`src/design/strap_consts.svh`:
```
// constants and behaviour notes for the reset strap and clock ratio block
// Notes on behaviour
// - sample four platform straps during power-on reset
// - decode platform strap into multiplier, others reserved
// - decode three core straps into core ratio
// - memory bus clock is half platform clock; memory_clock_div2 is set only in the run phase, low in reset and latch
// - arbiter strap forces PCI address drive whenever running
// - chosen outputs stay driven throughout reset
// - ethernet flow pin outputs only in FIFO mode
// - weak pull-up enabled in the reset and latch phases, off only in the run phase
`ifndef STRAP_CONSTS_SVH
`define STRAP_CONSTS_SVH
// ----------------------------------------
// register offsets (byte addresses)
// ----------------------------------------
`define OFS_RATIO 12'h000
`define OFS_STRAPS 12'h004
`define OFS_CONTROL 12'h008
// ----------------------------------------
// field positions and reset values
// ----------------------------------------
`define RATIO_PLAT_LSB 0
`define RATIO_CORE_LSB 8
`define RATIO_PLAT_BAD_BIT 16
`define RATIO_CORE_BAD_BIT 17
`define RATIO_VALID_BIT 18
`define CTRL_DEVDIS_BIT 0
`define CTRL_FIFO_BIT 1
`define CONTROL_RESET 32'h00000000
`define AXI_OKAY 2'h0
`define AXI_DECERR 2'h3
`endif

```
`src/design/strap_pkg.sv`:
```
// types for the reset strap and clock ratio block
`default_nettype none
package strap_pkg;
    typedef enum logic [1:0] {
        PH_RESET = 2'b00,
        PH_LATCH = 2'b01,
        PH_RUN = 2'b10
    } phase_t;
    typedef logic [4:0] mult_t;
endpackage : strap_pkg
`default_nettype wire

```
`src/design/reset_strap_clock_ratio.sv`:
```
// strap sampling, ratio latch, pin control and register slave
`include "strap_consts.svh"
`default_nettype none
module reset_strap_clock_ratio
    import strap_pkg::*;
(
    // clock, reset, enable
    input wire logic clk_sys,
    input wire logic reset_n,
    input wire logic clk_en,
    // power-on reset from the pin
    input wire logic por_n_pin,
    // strap pins
    input wire logic [3:0] platform_ratio_straps,
    input wire logic core_ratio_strap_buscontrol,
    input wire logic core_ratio_strap_addrlatch,
    input wire logic core_ratio_strap_gpline,
    input wire logic boot_flash_strap,
    input wire logic pci_arbiter_strap,
    input wire logic [1:0] dma_acknowledge_strap,
    input wire logic [3:0] cfg_spare_straps,
    // strap pad pull-up control
    output logic strap_pullup_en,
    // decoded clocking
    output logic [4:0] platform_mult,
    output logic [3:0] core_ratio_half,
    output logic ratio_valid,
    output logic memory_clock_div2,
    output logic boot_from_flash,
    // pci address pad control
    input wire logic [31:0] pci_addr_core,
    input wire logic pci_addr_core_oe,
    output logic [31:0] pci_addr_out,
    output logic pci_addr_oe,
    // ethernet flow control pad
    input wire logic eth_flow_ctrl_core,
    output logic eth_flow_out,
    output logic eth_flow_oe,
    // reset-driven status pins
    input wire logic reset_request_core,
    output logic reset_request_out,
    output logic trigger_ready_out,
    // axi4-lite slave
    input wire logic [11:0] s_axi_awaddr,
    input wire logic s_axi_awvalid,
    output logic s_axi_awready,
    input wire logic [31:0] s_axi_wdata,
    input wire logic [3:0] s_axi_wstrb,
    input wire logic s_axi_wvalid,
    output logic s_axi_wready,
    output logic [1:0] s_axi_bresp,
    output logic s_axi_bvalid,
    input wire logic s_axi_bready,
    input wire logic [11:0] s_axi_araddr,
    input wire logic s_axi_arvalid,
    output logic s_axi_arready,
    output logic [31:0] s_axi_rdata,
    output logic [1:0] s_axi_rresp,
    output logic s_axi_rvalid,
    input wire logic s_axi_rready
);
    // ----------------------------------------
    // pin synchronisers
    // ----------------------------------------
    // por plus 4+3+1+1+2+4 straps = 16 bits
    localparam int SW = 16;
    logic [SW-1:0] raw;
    logic [SW-1:0] s1_r, s2_r, s3_r, s1_nxt, s2_nxt, s3_nxt;
    logic [SW-1:0] stab_r, stab_nxt;
    assign raw = {por_n_pin, platform_ratio_straps, core_ratio_strap_buscontrol,
                  core_ratio_strap_addrlatch, core_ratio_strap_gpline, boot_flash_strap,
                  pci_arbiter_strap, dma_acknowledge_strap, cfg_spare_straps};
    always_comb begin
        s1_nxt = raw;
        s2_nxt = s1_r;
        s3_nxt = s2_r;
        stab_nxt = stab_r;
        for (int i = 0; i < SW; i++) begin
            if (s2_r[i] == s3_r[i]) begin
                stab_nxt[i] = s3_r[i];
            end
        end
    end
    always_ff @(posedge clk_sys or negedge reset_n) begin
        if (!reset_n) begin
            s1_r <= '0;
            s2_r <= '0;
            s3_r <= '0;
            stab_r <= '0;
        end else if (clk_en) begin
            s1_r <= s1_nxt;
            s2_r <= s2_nxt;
            s3_r <= s3_nxt;
            stab_r <= stab_nxt;
        end
    end
    logic por_active;
    logic [3:0] st_plat;
    logic [2:0] st_core;
    logic st_boot, st_arb;
    assign por_active = ~stab_r[15];
    assign st_plat = stab_r[14:11];
    // order: bus control, address latch, gp line
    assign st_core = stab_r[10:8];
    assign st_boot = stab_r[7];
    assign st_arb = stab_r[6];

    // ----------------------------------------
    // decode
    // ----------------------------------------
    mult_t dec_plat;
    logic dec_plat_bad, dec_core_bad;
    logic [3:0] dec_core;
    strap_decoder u_dec (
        .plat_code(st_plat),
        .core_code(st_core),
        .plat_mult(dec_plat),
        .plat_reserved(dec_plat_bad),
        .core_half(dec_core),
        .core_reserved(dec_core_bad)
    );

    // ----------------------------------------
    // reset phase and ratio latch
    // ----------------------------------------
    phase_t phase_r, phase_nxt;
    mult_t plat_r, plat_nxt;
    logic [3:0] core_r, core_nxt;
    logic plat_bad_r, plat_bad_nxt, core_bad_r, core_bad_nxt;
    logic boot_r, boot_nxt, arb_r, arb_nxt;
    logic [3:0] strap_img_r, strap_img_nxt;
    always_comb begin
        phase_nxt = phase_r;
        plat_nxt = plat_r;
        core_nxt = core_r;
        plat_bad_nxt = plat_bad_r;
        core_bad_nxt = core_bad_r;
        boot_nxt = boot_r;
        arb_nxt = arb_r;
        strap_img_nxt = strap_img_r;
        case (phase_r)
            PH_RESET: begin
                if (!por_active) begin
                    phase_nxt = PH_LATCH;
                end
            end
            PH_LATCH: begin
                // straps still stable from reset; take them once
                plat_nxt = dec_plat;
                core_nxt = dec_core;
                plat_bad_nxt = dec_plat_bad;
                core_bad_nxt = dec_core_bad;
                boot_nxt = st_boot;
                arb_nxt = st_arb;
                strap_img_nxt = stab_r[3:0];
                phase_nxt = PH_RUN;
            end
            PH_RUN: begin
                // held until the next power-on reset
                if (por_active) begin
                    phase_nxt = PH_RESET;
                end
            end
            default: phase_nxt = PH_RESET;
        endcase
    end
    always_ff @(posedge clk_sys or negedge reset_n) begin
        if (!reset_n) begin
            phase_r <= PH_RESET;
            plat_r <= '0;
            core_r <= '0;
            plat_bad_r <= 1'b0;
            core_bad_r <= 1'b0;
            boot_r <= 1'b0;
            arb_r <= 1'b0;
            strap_img_r <= '0;
        end else if (clk_en) begin
            phase_r <= phase_nxt;
            plat_r <= plat_nxt;
            core_r <= core_nxt;
            plat_bad_r <= plat_bad_nxt;
            core_bad_r <= core_bad_nxt;
            boot_r <= boot_nxt;
            arb_r <= arb_nxt;
            strap_img_r <= strap_img_nxt;
        end
    end
    logic running;
    assign running = (phase_r == PH_RUN);

    // ----------------------------------------
    // register file and axi4-lite slave
    // ----------------------------------------
    logic [31:0] ctrl_r, ctrl_nxt;
    logic aw_held_r, aw_held_nxt, w_held_r, w_held_nxt, bvalid_r, bvalid_nxt;
    logic [11:0] awaddr_r, awaddr_nxt;
    logic [31:0] wdata_r, wdata_nxt;
    logic [3:0] wstrb_r, wstrb_nxt;
    logic [1:0] bresp_r, bresp_nxt, rresp_r, rresp_nxt;
    logic rvalid_r, rvalid_nxt;
    logic [31:0] rdata_r, rdata_nxt;
    logic [31:0] ratio_word, strap_word;
    assign ratio_word = {13'h0000, running & ~plat_bad_r & ~core_bad_r, core_bad_r, plat_bad_r,
                         4'h0, core_r, 3'h0, plat_r};
    assign strap_word = {16'h0000, stab_r[15:0]};
    assign s_axi_awready = ~aw_held_r & ~bvalid_r;
    assign s_axi_wready = ~w_held_r & ~bvalid_r;
    assign s_axi_arready = ~rvalid_r;
    always_comb begin
        aw_held_nxt = aw_held_r;
        w_held_nxt = w_held_r;
        awaddr_nxt = awaddr_r;
        wdata_nxt = wdata_r;
        wstrb_nxt = wstrb_r;
        bvalid_nxt = bvalid_r;
        bresp_nxt = bresp_r;
        ctrl_nxt = ctrl_r;
        rvalid_nxt = rvalid_r;
        rdata_nxt = rdata_r;
        rresp_nxt = rresp_r;
        if (s_axi_awvalid && s_axi_awready) begin
            aw_held_nxt = 1'b1;
            awaddr_nxt = s_axi_awaddr;
        end
        if (s_axi_wvalid && s_axi_wready) begin
            w_held_nxt = 1'b1;
            wdata_nxt = s_axi_wdata;
            wstrb_nxt = s_axi_wstrb;
        end
        if (aw_held_r && w_held_r) begin
            aw_held_nxt = 1'b0;
            w_held_nxt = 1'b0;
            bvalid_nxt = 1'b1;
            bresp_nxt = `AXI_OKAY;
            case (awaddr_r[11:2])
                10'(`OFS_CONTROL >> 2): begin
                    for (int b = 0; b < 4; b++) begin
                        if (wstrb_r[b]) begin
                            ctrl_nxt[b*8 +: 8] = wdata_r[b*8 +: 8];
                        end
                    end
                    ctrl_nxt[31:2] = '0;
                end
                10'(`OFS_RATIO >> 2), 10'(`OFS_STRAPS >> 2): bresp_nxt = `AXI_OKAY;
                default: bresp_nxt = `AXI_DECERR;
            endcase
        end
        if (bvalid_r && s_axi_bready) begin
            bvalid_nxt = 1'b0;
        end
        if (s_axi_arvalid && s_axi_arready) begin
            rvalid_nxt = 1'b1;
            rresp_nxt = `AXI_OKAY;
            case (s_axi_araddr[11:2])
                10'(`OFS_RATIO >> 2): rdata_nxt = ratio_word;
                10'(`OFS_STRAPS >> 2): rdata_nxt = strap_word;
                10'(`OFS_CONTROL >> 2): rdata_nxt = ctrl_r;
                default: begin
                    rdata_nxt = '0;
                    rresp_nxt = `AXI_DECERR;
                end
            endcase
        end else if (rvalid_r && s_axi_rready) begin
            rvalid_nxt = 1'b0;
        end
    end
    always_ff @(posedge clk_sys or negedge reset_n) begin
        if (!reset_n) begin
            aw_held_r <= 1'b0;
            w_held_r <= 1'b0;
            awaddr_r <= '0;
            wdata_r <= '0;
            wstrb_r <= '0;
            bvalid_r <= 1'b0;
            bresp_r <= `AXI_OKAY;
            ctrl_r <= `CONTROL_RESET;
            rvalid_r <= 1'b0;
            rdata_r <= '0;
            rresp_r <= `AXI_OKAY;
        end else if (clk_en) begin
            aw_held_r <= aw_held_nxt;
            w_held_r <= w_held_nxt;
            awaddr_r <= awaddr_nxt;
            wdata_r <= wdata_nxt;
            wstrb_r <= wstrb_nxt;
            bvalid_r <= bvalid_nxt;
            bresp_r <= bresp_nxt;
            ctrl_r <= ctrl_nxt;
            rvalid_r <= rvalid_nxt;
            rdata_r <= rdata_nxt;
            rresp_r <= rresp_nxt;
        end
    end
    assign s_axi_bvalid = bvalid_r;
    assign s_axi_bresp = bresp_r;
    assign s_axi_rvalid = rvalid_r;
    assign s_axi_rdata = rdata_r;
    assign s_axi_rresp = rresp_r;

    // ----------------------------------------
    // pad and clocking outputs
    // ----------------------------------------
    logic pci_disabled, fifo_mode;
    assign pci_disabled = ctrl_r[`CTRL_DEVDIS_BIT];
    assign fifo_mode = ctrl_r[`CTRL_FIFO_BIT];
    assign strap_pullup_en = ~running;
    assign platform_mult = plat_r;
    assign core_ratio_half = core_r;
    assign ratio_valid = ratio_word[`RATIO_VALID_BIT];
    assign memory_clock_div2 = running;
    assign boot_from_flash = boot_r;
    // arbiter keeps address pins driven even when disabled
    assign pci_addr_oe = running & (arb_r | (pci_addr_core_oe & ~pci_disabled));
    assign pci_addr_out = pci_addr_core;
    assign eth_flow_out = eth_flow_ctrl_core;
    assign eth_flow_oe = running & fifo_mode;
    // driven low during reset, never left floating
    assign reset_request_out = running ? reset_request_core : 1'b0;
    assign trigger_ready_out = running;
    logic unused;
    assign unused = ^{strap_img_r, pci_addr_core_oe};
endmodule : reset_strap_clock_ratio
`default_nettype wire

```
`src/design/strap_decoder.sv`:
```
// combinational decode of platform and core ratio straps
`include "strap_consts.svh"
`default_nettype none
module strap_decoder
    import strap_pkg::*;
(
    // straps
    input wire logic [3:0] plat_code,
    input wire logic [2:0] core_code,
    // decoded ratios
    output mult_t plat_mult,
    output logic plat_reserved,
    output logic [3:0] core_half,
    output logic core_reserved
);
    always_comb begin
        plat_reserved = 1'b0;
        case (plat_code)
            4'h0: plat_mult = 5'h10;
            4'h3: plat_mult = 5'h03;
            4'h4: plat_mult = 5'h04;
            4'h5: plat_mult = 5'h05;
            4'h6: plat_mult = 5'h06;
            4'h8: plat_mult = 5'h08;
            4'h9: plat_mult = 5'h09;
            4'hA: plat_mult = 5'h0A;
            4'hC: plat_mult = 5'h0C;
            default: begin
                plat_mult = 5'h00; // no default multiplier
                plat_reserved = 1'b1;
            end
        endcase
    end
    // core ratio in half steps: 4:1 -> 8, 3:2 -> 3
    always_comb begin
        core_reserved = 1'b0;
        case (core_code)
            3'h0: core_half = 4'h8;
            3'h3: core_half = 4'h3;
            3'h4: core_half = 4'h4;
            3'h5: core_half = 4'h5;
            3'h6: core_half = 4'h6;
            3'h7: core_half = 4'h7;
            default: begin
                core_half = 4'h0;
                core_reserved = 1'b1;
            end
        endcase
    end
endmodule : strap_decoder
`default_nettype wire

```
`config.mk`:
```
export PLATFORM = sky130hd
export DESIGN_NAME = reset_strap_clock_ratio
export DESIGN_NICKNAME = d
export VERILOG_FILES = /design/src/design/strap_pkg.sv /design/src/design/reset_strap_clock_ratio.sv /design/src/design/strap_decoder.sv
export VERILOG_INCLUDE_DIRS = /design/src /design/src/design
export SDC_FILE = /design/constraint.sdc
export NUM_CORES = 1
export LEC_CHECK = 0
export BUFFER_PORTS_ARGS = -buffer_cell sky130_fd_sc_hd__buf_2
export CORE_ASPECT_RATIO = 1.5
export CORE_MARGIN = 2
export CORE_UTILIZATION = 49
export DETAILED_ROUTE_END_ITERATION = 12
export PLACE_DENSITY = 0.88
export RECOVER_POWER = 25
export SYNTH_ARGS = -nofsm -noshare
export SYNTH_HDL_FRONTEND = slang
export SYNTH_SLANG_ARGS = --single-unit
```
`constraint.sdc`:
```
create_clock -name clk_sys -period 1.7 [get_ports clk_sys]
set_input_delay 0.17 -clock clk_sys [delete_from_list [all_inputs] [get_ports clk_sys]]
set_output_delay 0.17 -clock clk_sys [all_outputs]
set_load 0.1 [all_outputs]
```
==> metrics.md, run 1 <==
| Metric | Value |
|---|---|
| Failing checks | negative setup slack |
| Initial core utilization | 0.502 |
| CP max stage delay | 0.38 ns |
| WS Path Type | reg -> out |
| GP Congestion | 0.838 |
| CP max-delay cell | dfrtp_1 |
| Clk sinks | 119 |
| Worst Setup Slack, final | -0.0736 ns |
| Routed WL per cell | 17.5 µm |
| RSZ-0062 raised after global routing | yes |
| H-tree levels | 4 |
| Overflow after GRT | 0 |
| DP HPWL | 8.58 mm |
| Post-route minimum period | 1.77 ns |
| Io pins | 210 |
| Detailed-route DRC error count | 0 |
| CTS tree | done |
| Syn_area_per_cell | 11.0 µm² |
| Nets | 700 |
| Total Routed Length | 12.9 mm |
| Clk_skew | 0.00476 ns |
| DIE HEIGHT | 132 µm |
| Largest net degree at the start of global routing | 71 |
| Share of layout cells above drive strength 1 | 0.342 |
| First-pass GRT wire length | 20.6 mm |
| Vias in the first global route | 4,130 |
| Worst Path Arrival | 1.60 ns |
| Critical-path cell list | and2b_4 > clkinvlp_4 > nor3_4 > buf_12 |
| Core box area | 10,600 µm² |
| Area contributors post-synth | dfrtp_1 (56%), mux2_2 (9.7%), buf_4 (7.1%), o21ai_0 (6.7%), nand2_1 (4.3%) |
| Startpoint types | register |
| DRT antenna net count | 0 |
| Yosys warning count | 0 |
| First-iteration detailed-routing DRC count | 350 |
| Max clock buf depth | 2 |
| Async set-reset flop share out of synthesis | 1.00 |
| Worst Path Required | 1.53 ns |
| #FFs+latches synth | 119 |
| Slew @ Worst Pin | 0.863 ns |
| Status | complete, but fails checks |
| Max Freq | 0.564 GHz |
| Sequential Power Share | 0.365 |
| Clock root buffer | clkbuf_16 |
| CTS clk-pin slew, worst paths | 0.05 ns |
| First-pass DRT Iterations | 4 |
| Tcrit/Tclk final | 1.04 |
| Max-cap violation count | 0 |
| Vias | 3,915 |
| Nature of the critical path endpoint | output pin |
| Worst slack at placement | 0.128 ns |
| Die W | 89.0 µm |
| Power share of the clock group | 0.293 |
| Dominant cell type by area after synthesis | dfrtp_1 |
| Combinational share of power | 0.342 |
| Total die area | 11,700 µm² |
| Peak supply drop | 0.761 mV |
| CTS Buf Count | 17 |
| Fin. max-slew vios | 0 |
| Synth cell types | 46 |
| All-Layer GR Usage | 0.233 |
| Worst Path Max Fanout | 4 |
| Design area | 6690 µm² |
| Net Sw Power | 4.69 mW |
| Final setup vio count | 5 |
| Relative slew slack | 0.425 |
| Post-synthesis cell count | 485 |
| Initial antenna violation count | 0 |
| Post-synth EDFFs | 0 |
| Area fraction of the dominant cell type after synthesis | 0.560 |
| Post-place instance area | 5770 µm² |
| Hold WC Path Type | in -> reg |
| Fillers | 832 |
| Ys flop type | dfrtp_1 |
| Port bufs | 93 |
| Clock latency on the worst-skew pair | 0.41 ns |
| Hold Fails Final Rpt | 0 |
| Worst path top cell family by delay | simple AND/OR/NAND/NOR gates |
| Crit path buf inv count | 2 |
| # rows | 46 |
| Internal | 6.97 mW |
| Sw Ratio | 0.402 |
| N_diodes | 0 |
| Leak | 3.15 nW |
| Mapped Area | 5320 µm² |
| Area delta synth->final | 25.9% |
| Register area share after synthesis | 0.560 |
| Vias per cell | 5.30 |
| Pwr dens | 1740 nW/µm² |
cell families after synthesis:
logic type	after synthesis	share of synthesized area
AO/OA/AOI/OAI	112	0.112
XOR/XNOR	3	0.00494
buffers and inverters	94	0.105
flip-flops	119	0.560
multiplexers	59	0.125
other	1	0.000706
AND/OR/NAND/NOR	97	0.0913
state kept, by name, summed over array words and instances (netlist names), 2 cells and up:
register and cells:
wdata_r 2, ctrl_r 2, phase_r 2, s1_r 16, platform_mult 5, s_axi_rdata 19
awaddr_r 10, stab_r 16, core_ratio_half 4, s3_r 16, s2_r 16
per-layer routing:
metal | up-vias | GRT usage | wire, µm
met3 | 70 | 0.0829 | 1040
met2 | 150 | 0.371 | 6570
met5 | - | 0 | 0
met4 | 0 | 0.157 | 812
met1 | 1908 | 0.254 | 4470
li1 | 1787 | - | -
cell usage in the layout (no fill, tap or decap), drive strengths merged, types with 2 or more instances in the layout:
cell type | netlist | final
mux2i | 9 | 9
dfrtp | 119 | 119
clkinvlp | 0 | 2
a2bb2oi | 2 | 2
conb | 1 | 13
o21ai | 81 | 81
nor2 | 10 | 10
and2 | 3 | 3
o21a | 2 | 2
clkinv | 0 | 7
xor2 | 2 | 2
dlygate4sd3 | 0 | 29
nor4 | 4 | 4
nand2 | 61 | 61
inv | 21 | 20
nor3 | 2 | 2
nand2b | 2 | 2
clkbuf | 11 | 23
buf | 62 | 108
nand3b | 2 | 2
nand4 | 2 | 2
o41ai | 2 | 2
bufinv | 0 | 2
mux2 | 50 | 50
a21oi | 19 | 19
o211ai | 2 | 2
nor2b | 2 | 2
layout make-up:
| type | count | area [µm²] | area share |
|---|---|---|---|
| Sequential cell | 119 | 2980 | 0.445 |
| Clock inverter | 10 | 103 | 0.0153 |
| Multi-Input combinational cell | 284 | 1860 | 0.278 |
| Inverter | 21 | 82.6 | 0.0123 |
| Timing Repair Buffer | 138 | 1020 | 0.152 |
| Clock buffer | 22 | 464 | 0.0694 |
| Tap cell | 144 | 180 | 0.0269 |
power by group through the flow:
stage,clock network [mW],registers (mW),logic (mW)
after floorplan,0,4.91,2.55
after global placement,0,4.19,3.63
after detailed placement,0,4.26,3.76
after CTS,3.45,4.22,3.98
after global routing,3.62,4.33,4.23
final,3.42,4.25,3.98
final timing paths:
path                                                from               to  slack, ns  depth (start not counted)
worst max-delay path                          phase_r[0]      ratio_valid      -0.07                          4
worst min-delay path            platform_ratio_straps[0]         s1_r[11]       0.01                          2
worst max register to register              s_axi_bvalid      awaddr_r[5]       0.10                          2
worst min register to register            s_axi_rdata[8]   s_axi_rdata[8]       0.48                          2
max in group asynchronous                        reset_n  s_axi_rdata[18]       0.52                          3
min in group asynchronous                        reset_n         s2_r[11]       0.40                          2
what timing repair did:
| action | 4_1_cts | 5_1_grt |
|---|---|---|
| pin swaps | 1 | 1 |
| hold buffers | 28 | 1 |
| setup endpoints to repair | 4 | 6 |
| endpoints found under the hold margin | 58 | 1 |
| gates resized for setup | 6 | 0 |
| gates cloned | 0 | 0 |
| setup buffers | 4 | 1 |
cells in the mapped netlist (2+ instances only):
| cell | number |
|---|---|
| dfrtp_1 | 119 |
| o21ai_0 | 71 |
| nand2_1 | 61 |
| buf_4 | 50 |
| mux2_2 | 46 |
| inv_1 | 20 |
| a21oi_1 | 19 |
| clkbuf_1 | 11 |
| buf_2 | 10 |
| nor2_1 | 10 |
| o21ai_1 | 10 |
| mux2i_1 | 9 |
| and2_1 | 3 |
| mux2_4 | 3 |
| a2bb2oi_1 | 2 |
| nand2b_1 | 2 |
| nand4_1 | 2 |
| nor2b_1 | 2 |
| nor3_1 | 2 |
| nor4_1 | 2 |
| nor4_2 | 2 |
| o211ai_1 | 2 |
| o21a_1 | 2 |
| o41ai_1 | 2 |
| xor2_1 | 2 |
through the flow:
stage / hold slack [ns] / instances / setup TNS, ns / total power [mW] / util
final: 0.0101 / 738 / -0.239 / 11.7 / 0.632
after global routing: 0.00780 / 738 / -0.516 / 12.2 / 0.632
after CTS: 0.000933 / 736 / -0.246 / 11.6 / 0.630
after detailed placement: 0.142 / 672 / 0 / 8.02 / 0.545
after global placement: 0.139 / 672 / 0 / 7.81 / 0.545
after floorplan: -0.126 / 497 / -2.03 / 7.46 / -
(Power assumes the default switching activity.)
==> run 2, diff against run 1 <==
- CORE_ASPECT_RATIO: 1.5 -> 0.5
==> metrics.md, run 2 (synthesis gave the netlist of run 1 again) <==
| Metric | Value |
|---|---|
| Vias in the first global route | 4,047 (-2.0%) |
| Worst Path Required | 1.53 ns (about the same) |
| Final setup vio count | 5 (unchanged) |
| Startpoint types | register |
| Nature of the critical path endpoint | output pin |
| Largest net degree at the start of global routing | 82 (+15%) |
| Max clock buf depth | 2 (unchanged) |
| Nets | 689 (-1.6%) |
| Worst Setup Slack, final | -0.130 ns (-0.0566 ns) |
| Worst Path Max Fanout | 4 (unchanged) |
| Clk_skew | 0.00686 ns (+0.00210 ns) |
| DRT antenna net count | 0 (unchanged) |
| Total die area | 11,700 µm² (+0.29%) |
| Tcrit/Tclk final | 1.08 (+0.0333) |
| Layout Utilization | 0.635 (+0.00282) |
| WS Path Type | reg -> out |
| Largest register FFs | 19 (unchanged) |
| Status | complete, but fails checks |
| GP Congestion | 0.804 (-4.0%) |
| Share of layout cells above drive strength 1 | 0.344 (+0.00248) |
| Failing checks | negative setup slack |
| Overflow after GRT | 0 (unchanged) |
| Clock latency on the worst-skew pair | 0.41 ns (about the same) |
| CTS Buf Count | 17 (unchanged) |
| First-pass DRT Iterations | 5 (+1) |
| All-Layer GR Usage | 0.232 (-0.00107) |
| # rows | 26 (-43%) |
| Relative slew slack | 0.451 (+0.0264) |
| Worst reg2reg setup slack | 0.09 ns (about the same) |
| RSZ-0062 raised after global routing | yes |
| Port bufs | 93 (unchanged) |
| Max-cap violation count | 0 (unchanged) |
| Routed WL per cell | 19.1 µm (+9.1%) |
| DIE HEIGHT | 77.6 µm (-41%) |
| Setup TNS Final | -0.322 ns (-0.0829 ns) |
| Io pins | 210 (unchanged) |
| First-pass GRT wire length | 20.7 mm (+0.20%) |
| Clock root buffer | clkbuf_16 |
| Vias per cell | 5.66 (+6.7%) |
| Clk sinks | 119 (unchanged) |
| Slew @ Worst Pin | 0.823 ns (-0.0396 ns) |
| Vias | 4,081 (+4.2%) |
| Fillers | 696 (-16%) |
| Hold WC Path Type | in -> reg |
| Max Freq | 0.546 GHz (-3.1%) |
| Die W | 151 µm (+70%) |
| Commonest cells after routing, fill and taps aside | dfrtp_1 (117), buf_2 (87), o21ai_0 (71) |
| Worst Path Arrival | 1.66 ns (+0.06 ns) |
| N_diodes | 0 (unchanged) |
| Pwr dens | 1840 nW/µm² (+5.8%) |
| Hold Fails Final Rpt | 0 (unchanged) |
| Initial antenna violation count | 0 (unchanged) |
| Detailed-route DRC error count | 0 (unchanged) |
| Initial core utilization | 0.512 (+0.0103) |
| H-tree levels | 4 (unchanged) |
| DP HPWL | 8.26 mm (-3.8%) |
| Fin. max-slew vios | 0 (unchanged) |
| Peak supply drop | 0.958 mV (+26%) |
| Commonest non-fill, non-tap cell in the layout | dfrtp_1 |
| Post-route minimum period | 1.83 ns (+0.0566 ns) |
| Total Routed Length | 13.7 mm (+6.6%) |
| CTS tree | done |
| Core box area | 10,400 µm² (-2.0%) |
| First-iteration detailed-routing DRC count | 315 (-10%) |
| Leak | 3.12 nW (-1.2%) |
| Area delta synth->final | 23.9% |
| CTS clk-pin slew, worst paths | 0.05 ns (about the same) |
-- run 2: cell count changes in the layout (fill, tap and decap cells not counted), moves of 2 or more --
cell and delta:
dlygate4sd3_1 -10, buf_2 +2, buf_6 -3, bufinv_16 +3
buf_12 -4, buf_4 +2, clkinv_2 -4
-- run 2: area by class of cell --
type,instances,area (µm²),share of cell area
multi-input combinational,284,1870,0.284
clock inverter,9,174,0.0264
timing repair buffer,127,840,0.127
tap,140,175,0.0266
sequential,119,2980,0.453
clock buffer,21,460,0.0699
inverter,21,82.6,0.0125
-- run 2: final timing paths --
| path | depth (start not counted) | from | end |
|---|---|---|---|
| max | 4 | phase_r[0] | ratio_valid |
| min | 2 | por_n_pin | s1_r[15] |
| max reg2reg | 3 | s_axi_rvalid | s_axi_rdata[6] |
| min reg2reg | 2 | s_axi_rdata[18] | s_axi_rdata[18] |
| max in group asynchronous | 3 | reset_n | s_axi_bvalid |
| min in group asynchronous | 2 | reset_n | s1_r[10] |
-- run 2: what timing repair did --
action,in CTS,in global routing
setup buffers,1,2
endpoints found under the hold margin,136,1
setup endpoints to repair,6,5
pin swaps,1,1
hold buffers,18,1
gates resized for setup,1,3
-- run 2: where the power goes --
group | internal, mW | leakage [nW] | total (mW) | switching [mW]
combinational | 1.13 | 1.35 | 3.96 | 2.83
clock | 2.66 | 0.313 | 3.89 | 1.24
sequential | 3.52 | 1.46 | 4.28 | 0.765
total | 7.30 | 3.12 | 12.1 | 4.83
-- run 2: worst max-delay path, stage by stage, from the launching register on --
cell	delay, ns
dfrtp_1	0.39
and2b_4	0.30
clkinvlp_4	0.15
nor3_4	0.20
buf_12	0.21
-- run 2: per-layer routing --
| layer | wire length (µm) | GRT usage | up-vias |
|---|---|---|---|
| met5 | 0 | 0 | - |
| met4 | 720 | 0.115 | 0 |
| met3 | 931 | 0.0529 | 75 |
| met2 | 7050 | 0.400 | 228 |
| met1 | 5040 | 0.276 | 2017 |
| li1 | - | - | 1761 |
-- run 2: metrics by stage --
step / cell area (µm²) / instances / setup slack (ns) / hold WS [ns] / power, mW
final: 6590 / 721 / -0.130 / 0.00601 / 12.1
after global routing: 6590 / 721 / -0.179 / 0.00158 / 12.5
after CTS: 6590 / 718 / -0.114 / 0.000312 / 12.0
after detailed placement: 5750 / 669 / 0.101 / -0.0204 / 7.98
after global placement: 5750 / 669 / 0.199 / -0.0204 / 7.78
after floorplan: 5410 / 497 / -0.903 / -0.126 / 7.46
